==> config.mk <==
export PLATFORM = sky130hd
export DESIGN_NAME = charger_status_alert_regs
export DESIGN_NICKNAME = d
export VERILOG_FILES = /design/src/verilog/charger_status_pkg.sv /design/src/verilog/charger_status_alert_regs.sv /design/src/verilog/alert_flag_bank.sv
export SDC_FILE = /design/constraint.sdc
export NUM_CORES = 1
export LEC_CHECK = 0
export BUFFER_PORTS_ARGS = -buffer_cell sky130_fd_sc_hd__buf_2
export CORE_ASPECT_RATIO = 0.75
export CORE_UTILIZATION = 50
export CTS_BUF_LIST = sky130_fd_sc_hd__clkbuf_8
export CTS_CLUSTER_SIZE = 20
export DETAILED_ROUTE_END_ITERATION = 10
export PLACE_DENSITY = 0.88
export SLEW_MARGIN = 20
export SYNTH_ARGS = -nofsm -noshare
export SYNTH_HDL_FRONTEND = slang
export SYNTH_SLANG_ARGS = --single-unit
==> constraint.sdc <==
create_clock -name clk_sys -period 2.31 [get_ports clk_sys]
set_input_delay 0.3465 -clock clk_sys [delete_from_list [all_inputs] [get_ports clk_sys]]
set_output_delay 0.3465 -clock clk_sys [all_outputs]
set_load 0.02 [all_outputs]
==> src/verilog/charger_status_pkg.sv <==
// Purpose: Shared constants and types for the charger status and alert registers
// Assumes: 8-bit sub-addresses and 16-bit register words on the serial control port
// Notes:   Bit positions follow the register layouts exactly
package charger_status_pkg;

  // Register sub-addresses
  localparam logic [7:0]  PHASE_OFFSET       = 8'h34;
  localparam logic [7:0]  LOOP_OFFSET        = 8'h35;
  localparam logic [7:0]  ALERT_OFFSET       = 8'h36;

  // Register width and implemented-bit masks
  localparam int          REG_WIDTH          = 16;
  localparam logic [15:0] PHASE_MASK         = 16'h07ff;
  localparam logic [15:0] LOOP_MASK          = 16'h000f;
  localparam logic [15:0] ALERT_MASK         = 16'hbfff;

  // Reset values
  localparam logic [15:0] PHASE_RESET        = 16'h0000;
  localparam logic [15:0] LOOP_RESET         = 16'h0000;
  localparam logic [15:0] ALERT_RESET        = 16'h0000;
  localparam logic [15:0] RDATA_RESET        = 16'h0000;

  // Phase register bit positions
  localparam int          BIT_EQUALIZE       = 10;
  localparam int          BIT_ABSORB         = 9;
  localparam int          BIT_SUSPENDED      = 8;
  localparam int          BIT_PRECONDITION   = 7;
  localparam int          BIT_CONST_CUR_VOLT = 6;
  localparam int          BIT_THERM_PAUSE    = 5;
  localparam int          BIT_TIMER_TERM     = 4;
  localparam int          BIT_LOWCUR_TERM    = 3;
  localparam int          BIT_TIMEOUT_FAULT  = 2;
  localparam int          BIT_BAT_MISSING    = 1;
  localparam int          BIT_BAT_SHORTED    = 0;

  // Loop-status bit positions
  localparam int          BIT_LOOP_UVCL      = 3;
  localparam int          BIT_LOOP_IIN       = 2;
  localparam int          BIT_LOOP_ICHG      = 1;
  localparam int          BIT_LOOP_VBAT      = 0;

  // Alert bit used for the measurement-valid edge
  localparam int          BIT_MEAS_VALID     = 15;

  // Phase code from the charger core
  typedef enum logic [3:0] {
    PH_IDLE          = 4'b0000,
    PH_EQUALIZE      = 4'b0001,
    PH_ABSORB        = 4'b0010,
    PH_SUSPENDED     = 4'b0011,
    PH_PRECONDITION  = 4'b0100,
    PH_CONST_CUR_VLT = 4'b0101,
    PH_THERM_PAUSE   = 4'b0110,
    PH_TIMER_TERM    = 4'b0111,
    PH_LOWCUR_TERM   = 4'b1000,
    PH_TIMEOUT_FAULT = 4'b1001,
    PH_BAT_MISSING   = 4'b1010,
    PH_BAT_SHORTED   = 4'b1011
  } charge_phase_t;

  // Regulation loop in control, from the charger core
  typedef enum logic [2:0] {
    LOOP_NONE = 3'b000,
    LOOP_UVCL = 3'b001,
    LOOP_IIN  = 3'b010,
    LOOP_ICHG = 3'b011,
    LOOP_VBAT = 3'b100
  } reg_loop_t;

  // Register access request from the serial control port
  typedef struct packed {
    logic        wr;
    logic        rd;
    logic [7:0]  addr;
    logic [15:0] wdata;
  } reg_req_t;

  // Limit comparator outputs, packed in alert-bit order 15 down to 0
  typedef struct packed {
    logic meas_valid;
    logic unused14;
    logic qcount_lo;
    logic qcount_hi;
    logic vbat_lo;
    logic vbat_hi;
    logic vin_lo;
    logic vin_hi;
    logic vsys_lo;
    logic vsys_hi;
    logic iin_hi;
    logic ibat_lo;
    logic die_temp_hi;
    logic bsr_hi;
    logic ntc_ratio_hi;
    logic ntc_ratio_lo;
  } limit_cond_t;

endpackage

==> src/verilog/charger_status_alert_regs.sv <==
// Purpose: Charger phase, loop-status and threshold-alert registers
// Assumes: Serial control port delivers decoded register reads and writes
// Notes:   Read data appears one cycle after the read request
module charger_status_alert_regs (
  // Clock, reset and enable
  input  wire logic                           clk_sys,
  input  wire logic                           resetn,
  input  wire logic                           ce,
  // Register port from the serial control port
  input  wire charger_status_pkg::reg_req_t   reg_req,
  output logic                                rd_valid,
  output logic [15:0]                         rd_data,
  // Charger core state
  input  wire charger_status_pkg::charge_phase_t phase_code,
  input  wire charger_status_pkg::reg_loop_t  loop_code,
  // Telemetry comparators and alert enables
  input  wire charger_status_pkg::limit_cond_t limit_cond,
  input  wire logic [15:0]                    alert_enable,
  // Live register contents
  output logic [15:0]                         charge_phase_onehot,
  output logic [15:0]                         control_loop_status,
  output logic [15:0]                         threshold_alert_flags
);

  // Phase decode: a single code gives at most one bit
  logic [15:0] phase_dec;
  always_comb begin
    phase_dec = 16'h0000;
    case (phase_code)
      charger_status_pkg::PH_EQUALIZE:      phase_dec[charger_status_pkg::BIT_EQUALIZE] = 1'b1;
      charger_status_pkg::PH_ABSORB:        phase_dec[charger_status_pkg::BIT_ABSORB] = 1'b1;
      charger_status_pkg::PH_SUSPENDED:     phase_dec[charger_status_pkg::BIT_SUSPENDED] = 1'b1;
      charger_status_pkg::PH_PRECONDITION:  phase_dec[charger_status_pkg::BIT_PRECONDITION] = 1'b1;
      charger_status_pkg::PH_CONST_CUR_VLT: phase_dec[charger_status_pkg::BIT_CONST_CUR_VOLT] = 1'b1;
      charger_status_pkg::PH_THERM_PAUSE:   phase_dec[charger_status_pkg::BIT_THERM_PAUSE] = 1'b1;
      charger_status_pkg::PH_TIMER_TERM:    phase_dec[charger_status_pkg::BIT_TIMER_TERM] = 1'b1;
      charger_status_pkg::PH_LOWCUR_TERM:   phase_dec[charger_status_pkg::BIT_LOWCUR_TERM] = 1'b1;
      charger_status_pkg::PH_TIMEOUT_FAULT: phase_dec[charger_status_pkg::BIT_TIMEOUT_FAULT] = 1'b1;
      charger_status_pkg::PH_BAT_MISSING:   phase_dec[charger_status_pkg::BIT_BAT_MISSING] = 1'b1;
      charger_status_pkg::PH_BAT_SHORTED:   phase_dec[charger_status_pkg::BIT_BAT_SHORTED] = 1'b1;
      default:                              phase_dec = 16'h0000;
    endcase
  end

  wire logic [15:0] next_phase;
  assign next_phase = phase_dec & charger_status_pkg::PHASE_MASK;

  // Charging phases in which a regulation loop is reported
  wire logic charging;
  assign charging = (phase_code == charger_status_pkg::PH_EQUALIZE)
                  | (phase_code == charger_status_pkg::PH_ABSORB)
                  | (phase_code == charger_status_pkg::PH_PRECONDITION)
                  | (phase_code == charger_status_pkg::PH_CONST_CUR_VLT);

  // Loop decode
  logic [15:0] loop_dec;
  always_comb begin
    loop_dec = 16'h0000;
    case (loop_code)
      charger_status_pkg::LOOP_UVCL: loop_dec[charger_status_pkg::BIT_LOOP_UVCL] = 1'b1;
      charger_status_pkg::LOOP_IIN:  loop_dec[charger_status_pkg::BIT_LOOP_IIN] = 1'b1;
      charger_status_pkg::LOOP_ICHG: loop_dec[charger_status_pkg::BIT_LOOP_ICHG] = 1'b1;
      charger_status_pkg::LOOP_VBAT: loop_dec[charger_status_pkg::BIT_LOOP_VBAT] = 1'b1;
      default:                       loop_dec = 16'h0000;
    endcase
  end

  wire logic [15:0] next_loop;
  assign next_loop = charging ? (loop_dec & charger_status_pkg::LOOP_MASK) : 16'h0000;

  // Live state registers, never written by software
  always_ff @(posedge clk_sys or negedge resetn) begin
    if (!resetn) begin
      charge_phase_onehot <= charger_status_pkg::PHASE_RESET;
      control_loop_status <= charger_status_pkg::LOOP_RESET;
    end else if (ce) begin
      charge_phase_onehot <= next_phase;
      control_loop_status <= next_loop;
    end
  end

  // Measurement-valid rising edge
  logic meas_valid_q;
  always_ff @(posedge clk_sys or negedge resetn) begin
    if (!resetn) begin
      meas_valid_q <= 1'b0;
    end else if (ce) begin
      meas_valid_q <= limit_cond.meas_valid;
    end
  end

  wire logic meas_valid_rise;
  assign meas_valid_rise = limit_cond.meas_valid & ~meas_valid_q;

  // Alert set requests in bit order
  wire logic [15:0] alert_set;
  assign alert_set[charger_status_pkg::BIT_MEAS_VALID] = meas_valid_rise;
  assign alert_set[14] = 1'b0;
  assign alert_set[13] = limit_cond.qcount_lo;
  assign alert_set[12] = limit_cond.qcount_hi;
  assign alert_set[11] = limit_cond.vbat_lo;
  assign alert_set[10] = limit_cond.vbat_hi;
  assign alert_set[9]  = limit_cond.vin_lo;
  assign alert_set[8]  = limit_cond.vin_hi;
  assign alert_set[7]  = limit_cond.vsys_lo;
  assign alert_set[6]  = limit_cond.vsys_hi;
  assign alert_set[5]  = limit_cond.iin_hi;
  assign alert_set[4]  = limit_cond.ibat_lo;
  assign alert_set[3]  = limit_cond.die_temp_hi;
  assign alert_set[2]  = limit_cond.bsr_hi;
  assign alert_set[1]  = limit_cond.ntc_ratio_hi;
  assign alert_set[0]  = limit_cond.ntc_ratio_lo;

  // Register decode
  wire logic sel_phase;
  wire logic sel_loop;
  wire logic sel_alert;
  wire logic alert_wr;
  assign sel_phase = (reg_req.addr == charger_status_pkg::PHASE_OFFSET);
  assign sel_loop  = (reg_req.addr == charger_status_pkg::LOOP_OFFSET);
  assign sel_alert = (reg_req.addr == charger_status_pkg::ALERT_OFFSET);
  assign alert_wr  = reg_req.wr & sel_alert;

  // Sticky alert flags
  alert_flag_bank #(
    .WIDTH (charger_status_pkg::REG_WIDTH),
    .MASK  (charger_status_pkg::ALERT_MASK)
  ) u_alert_flags (
    .clk_sys      (clk_sys),
    .resetn       (resetn),
    .ce           (ce),
    .enable       (alert_enable),
    .set_req      (alert_set),
    .clear_strobe (alert_wr),
    .clear_data   (reg_req.wdata),
    .flags        (threshold_alert_flags)
  );

  // Read multiplexer, unmapped addresses read zero
  wire logic [15:0] rd_mux;
  assign rd_mux = sel_phase ? (charge_phase_onehot & charger_status_pkg::PHASE_MASK) :
                  sel_loop  ? (control_loop_status & charger_status_pkg::LOOP_MASK) :
                  sel_alert ? (threshold_alert_flags & charger_status_pkg::ALERT_MASK) :
                              16'h0000;

  always_ff @(posedge clk_sys or negedge resetn) begin
    if (!resetn) begin
      rd_data  <= charger_status_pkg::RDATA_RESET;
      rd_valid <= 1'b0;
    end else if (ce) begin
      rd_valid <= reg_req.rd;
      if (reg_req.rd) begin
        rd_data <= rd_mux;
      end
    end
  end

endmodule

==> src/verilog/alert_flag_bank.sv <==
// Purpose: Bank of sticky alert flags with per-bit enable and write-zero clear
// Assumes: Conditions are single-cycle or level requests, synchronous to clk_sys
// Notes:   A set in the same cycle as a clear wins
module alert_flag_bank #(
  parameter int          WIDTH = 16,
  parameter logic [15:0] MASK  = 16'hbfff
) (
  // Clock and reset
  input  wire logic             clk_sys,
  input  wire logic             resetn,
  input  wire logic             ce,
  // Control
  input  wire logic [WIDTH-1:0] enable,
  input  wire logic [WIDTH-1:0] set_req,
  input  wire logic             clear_strobe,
  input  wire logic [WIDTH-1:0] clear_data,
  // Flags
  output logic      [WIDTH-1:0] flags
);

  genvar i;
  generate
    for (i = 0; i < WIDTH; i = i + 1) begin : g_bit
      wire logic set_bit;
      wire logic clr_bit;
      wire logic next_flag;
      assign set_bit   = MASK[i] & enable[i] & set_req[i];
      assign clr_bit   = clear_strobe & ~clear_data[i];
      assign next_flag = MASK[i] & enable[i] & (set_bit | (flags[i] & ~clr_bit));
      always_ff @(posedge clk_sys or negedge resetn) begin
        if (!resetn) begin
          flags[i] <= 1'b0;
        end else if (ce) begin
          flags[i] <= next_flag;
        end
      end
    end
  endgenerate

endmodule

==> impl_table.tex <==
\begin{tabular}{lr}
\hline
Metric & Value \\
\hline
\multicolumn{2}{l}{\textbf{STA}} \\
Tmin final & 1.59 ns \\
Max Clock Skew & 0.00564 ns \\
Fmax achieved & 630 MHz \\
Setup violators final & 0 \\
Worst relative slew slack & 0.612 \\
Part of the cycle the worst path needs & 0.687 \\
Unrepaired setup endpoints after global routing & no \\
Worst Tran Pin Value & 0.581 ns \\
Final max-slew violation count & 0 \\
Total count of hold-check failures in the final report & 0 \\
Worst path setup slack after routing & 0.722 ns \\
Setup TNS & 0 ns \\
\multicolumn{2}{l}{\textbf{Synth}} \\
Number of warnings reported in the yosys synthesis log & 0 \\
Most common library cells after synthesis & 47 x dfrtp\_1, 31 x o21ai\_0, 19 x buf\_4 \\
Share of flip-flops with an asynchronous set or reset after synthesis & 1.00 \\
Sequential share of the synthesized area & 0.485 \\
Post-Synthesis Cells & 249 \\
Post-synthesis cell type count & 31 \\
Mapped cell area & 2430 um2 \\
Main flop type after synthesis & dfrtp\_1 \\
Adder and majority gate portion of the synthesized area & 0 \\
Synth Register Bits & 47 \\
Synthesized area per cell & 9.75 um2 \\
Compound-gate portion of the synthesized area & 0.220 \\
Main combinational cell family by area after synthesis & compound AO/OA/AOI/OAI gates \\
Area share of the largest cell type after synthesis & 0.485 \\
Share of cell area taken by muxes after synthesis & 0.0500 \\
Cell taking the most area after synthesis & dfrtp\_1 \\
Count of flip-flops with a built-in enable after synthesis & 0 \\
Parity-gate share of the synthesized area counting xor and xnor cells & 0 \\
Ranking of synthesized cells by area & dfrtp\_1 48\%, o21ai\_0 6.4\%, buf\_4 5.9\%, mux2i\_1 4.5\%, a21o\_1 4.3\% \\
Most common cell in the netlist & dfrtp\_1 \\
Fraction of the mapped netlist area in simple logic gates & 0.141 \\
\multicolumn{2}{l}{\textbf{Finish}} \\
Final net count & 427 \\
Diode insertion count for antenna repair & 0 \\
Layout Area Growth over Synthesis & 26.4\% \\
Multi-input gate area & 1070 um2 \\
Storage cell area & 1180 um2 \\
Layout cell share with drive strength beyond 1 & 0.383 \\
Fill cell instance count of the final layout & 386 \\
\multicolumn{2}{l}{\textbf{Floorplanning}} \\
Height of the chip & 62.3 um \\
DIE WIDTH & 82.5 um \\
Core Area & 4570 um2 \\
Starting Density & 0.531 \\
Boundary pin count & 133 \\
Die area & 5140 um2 \\
Count of standard-cell rows & 21 \\
\multicolumn{2}{l}{\textbf{Power and ir drop}} \\
Power per cell area & 582 nW/um2 \\
Worst IR drop on VDD & 0.349 mV \\
Static Leakage & 0.00165 uW \\
Post-route total power & 1790 uW \\
\multicolumn{2}{l}{\textbf{Worst setup path}} \\
Crit-path cells & buf\_2 -> or4b\_4 -> or3\_1 -> o31ai\_2 \\
Crit-path slowest cell & or4b\_4 \\
Category of the worst setup path launch point & primary input \\
Endpoint kind of the worst setup timing path & flop \\
Arrival time of the worst setup path & 1.80 ns \\
Required time at the worst-slack endpoint & 2.52 ns \\
Crit Path Class & in2reg \\
Largest stage delay on the critical path & 0.56 ns \\
Crit-path max FO & 7 \\
Worst setup slack for register-to-register paths & 1.24 ns \\
\multicolumn{2}{l}{\textbf{Placed design}} \\
Setup slack at placement & 0.392 ns \\
Placed wire-length estimate & 4.79 mm \\
GP Congestion & 0.815 \\
Port Buf Inserts & 110 \\
\multicolumn{2}{l}{\textbf{Routing}} \\
Routed wire per std cell & 14.8 um \\
Residual antenna-violating net count after detailed routing & 0 \\
Number of vias in the routed layout & 2185 \\
WL final & 6.18 mm \\
1st-iter DRT viols & 100 \\
Post-route DRC violation count & 0 \\
DR pass1 iterations & 4 \\
Number of vias per cell & 5.24 \\
\multicolumn{2}{l}{\textbf{Clocking}} \\
Clock slew at the register clock pins of the worst setup and hold paths & 0.08 ns \\
TritonCTS clock tree & built \\
CTS Sinks & 47 \\
Level count of the clock H-tree & 2 \\
CTS Buffer Depth & 2 \\
Post-CTS sizing & 0 \\
Skew-Pair Late Insertion Delay & 0.30 ns \\
Setup Buffers After CTS & 0 \\
Number of buffers created by CTS & 5 \\
Root buffer cell & clkbuf\_8 \\
CTS Hold Buffers Added & 0 \\
\multicolumn{2}{l}{\textbf{Global route}} \\
Via count of the first global-routing pass & 2097 \\
Overflow left after global routing & 0 \\
Global-route wire length before repair & 10.1 mm \\
Largest net degree at the start of global routing & 48 \\
Number of antenna violations at the first check in global routing & 0 \\
GR Util All Layers & 0.261 \\
\multicolumn{2}{l}{\textbf{Worst hold path}} \\
Class of the worst hold path & in2async \\
\multicolumn{2}{l}{\textbf{Job}} \\
Maximum capacitance violations & 0 \\
\multicolumn{2}{l}{\textbf{Status}} \\
Result of the run & finished clean \\
\hline
\end{tabular}
[layer usage]
metal  GRT usage  vias up  routed length, um
li1            -     1059                  -
met2       0.406       69               3080
met1       0.360     1047               2710
met5           0        -                  0
met3      0.0603       10                323
met4      0.0789        0                 68
[worst max-delay path, delay by kind of cell]
kind            cells  cell delay, ns
compound gates      1            0.28
buf+inv             1            0.10
simple gates        2            1.07
[worst paths after layout]
check | startpoint | to | cells after the start
worst max-delay path | reg_req[19] | rd_data[9]$_DFFE_PN0P_ | 4
worst min-delay path | resetn | charge_phase_onehot[6]$_DFFE_PN0P_ | 2
min in group clk_sys | loop_code[2] | control_loop_status[2]$_DFFE_PN0P_ | 2
worst max register to register | charge_phase_onehot[2]$_DFFE_PN0P_ | rd_data[2]$_DFFE_PN0P_ | 3
worst min register to register | rd_data[11]$_DFFE_PN0P_ | rd_data[11]$_DFFE_PN0P_ | 2
max in group asynchronous | resetn | rd_data[11]$_DFFE_PN0P_ | 2
[registers in the layout (all words and copies together) (netlist names)]
register and cells:
rd_valid 1, rd_data 15, control_loop_status 4, u_alert_flags.flags 15
charge_phase_onehot 11, meas_valid_q 1
[layout make-up]
| cell class | instances | share of cell area |
|---|---|---|
| clock buffers | 7 | 0.0314 |
| clock inverters | 1 | 0.00122 |
| inverters | 13 | 0.0159 |
| multi-input cells | 175 | 0.348 |
| flip-flops and latches | 47 | 0.383 |
| well taps | 57 | 0.0232 |
| repair buffers | 117 | 0.197 |
[where the power goes]
group | total (uW) | switching (uW) | internal [uW]
logic | 354 | 222 | 132
clock network | 531 | 263 | 269
registers | 901 | 35.3 | 865
[through the flow]
step | hold slack (ns) | area, um2 | utilization | std cells
3_5_place_dp | 0.469 | 2970 | 0.649 | 409
5_1_grt | 0.177 | 3070 | 0.671 | 417
4_1_cts | 0.147 | 3070 | 0.671 | 417
2_1_floorplan | 0.0509 | 2490 | - | 267
6_report | 0.118 | 3070 | 0.671 | 417
3_3_place_gp | 0.458 | 2970 | 0.649 | 409
[logic make-up (layout without fill, tap and decap cells)]
group | Yosys count | after routing
multiplexers | 12 | 12
AO/OA/AOI/OAI | 80 | 80
AND/OR/NAND/NOR | 64 | 64
other | 1 | 19
flip-flops | 47 | 47
buffers and inverters | 45 | 138
[cells in the final DEF, fill, tap and decap left out]
cell type / instances
buf_2: 110
mux2_2: 1
or4b_4: 1
or3b_2: 2
o31ai_2: 7
o2bb2ai_1: 7
and3b_1: 1
nand4b_1: 1
or3_1: 1
nor4_4: 1
a21o_1: 14
buf_4: 7
mux2i_1: 11
nand4_1: 3
a21oi_1: 15
clkbuf_8: 7
dfrtp_1: 47
nand2_1: 15
o22ai_1: 1
o21ai_0: 31
inv_1: 14
or4b_2: 2
nor3_1: 2
a22o_1: 4
nor2_1: 17
o41ai_1: 1
conb_1: 19
nor2b_1: 5
nand3_1: 13
(Power assumes the default switching activity.)
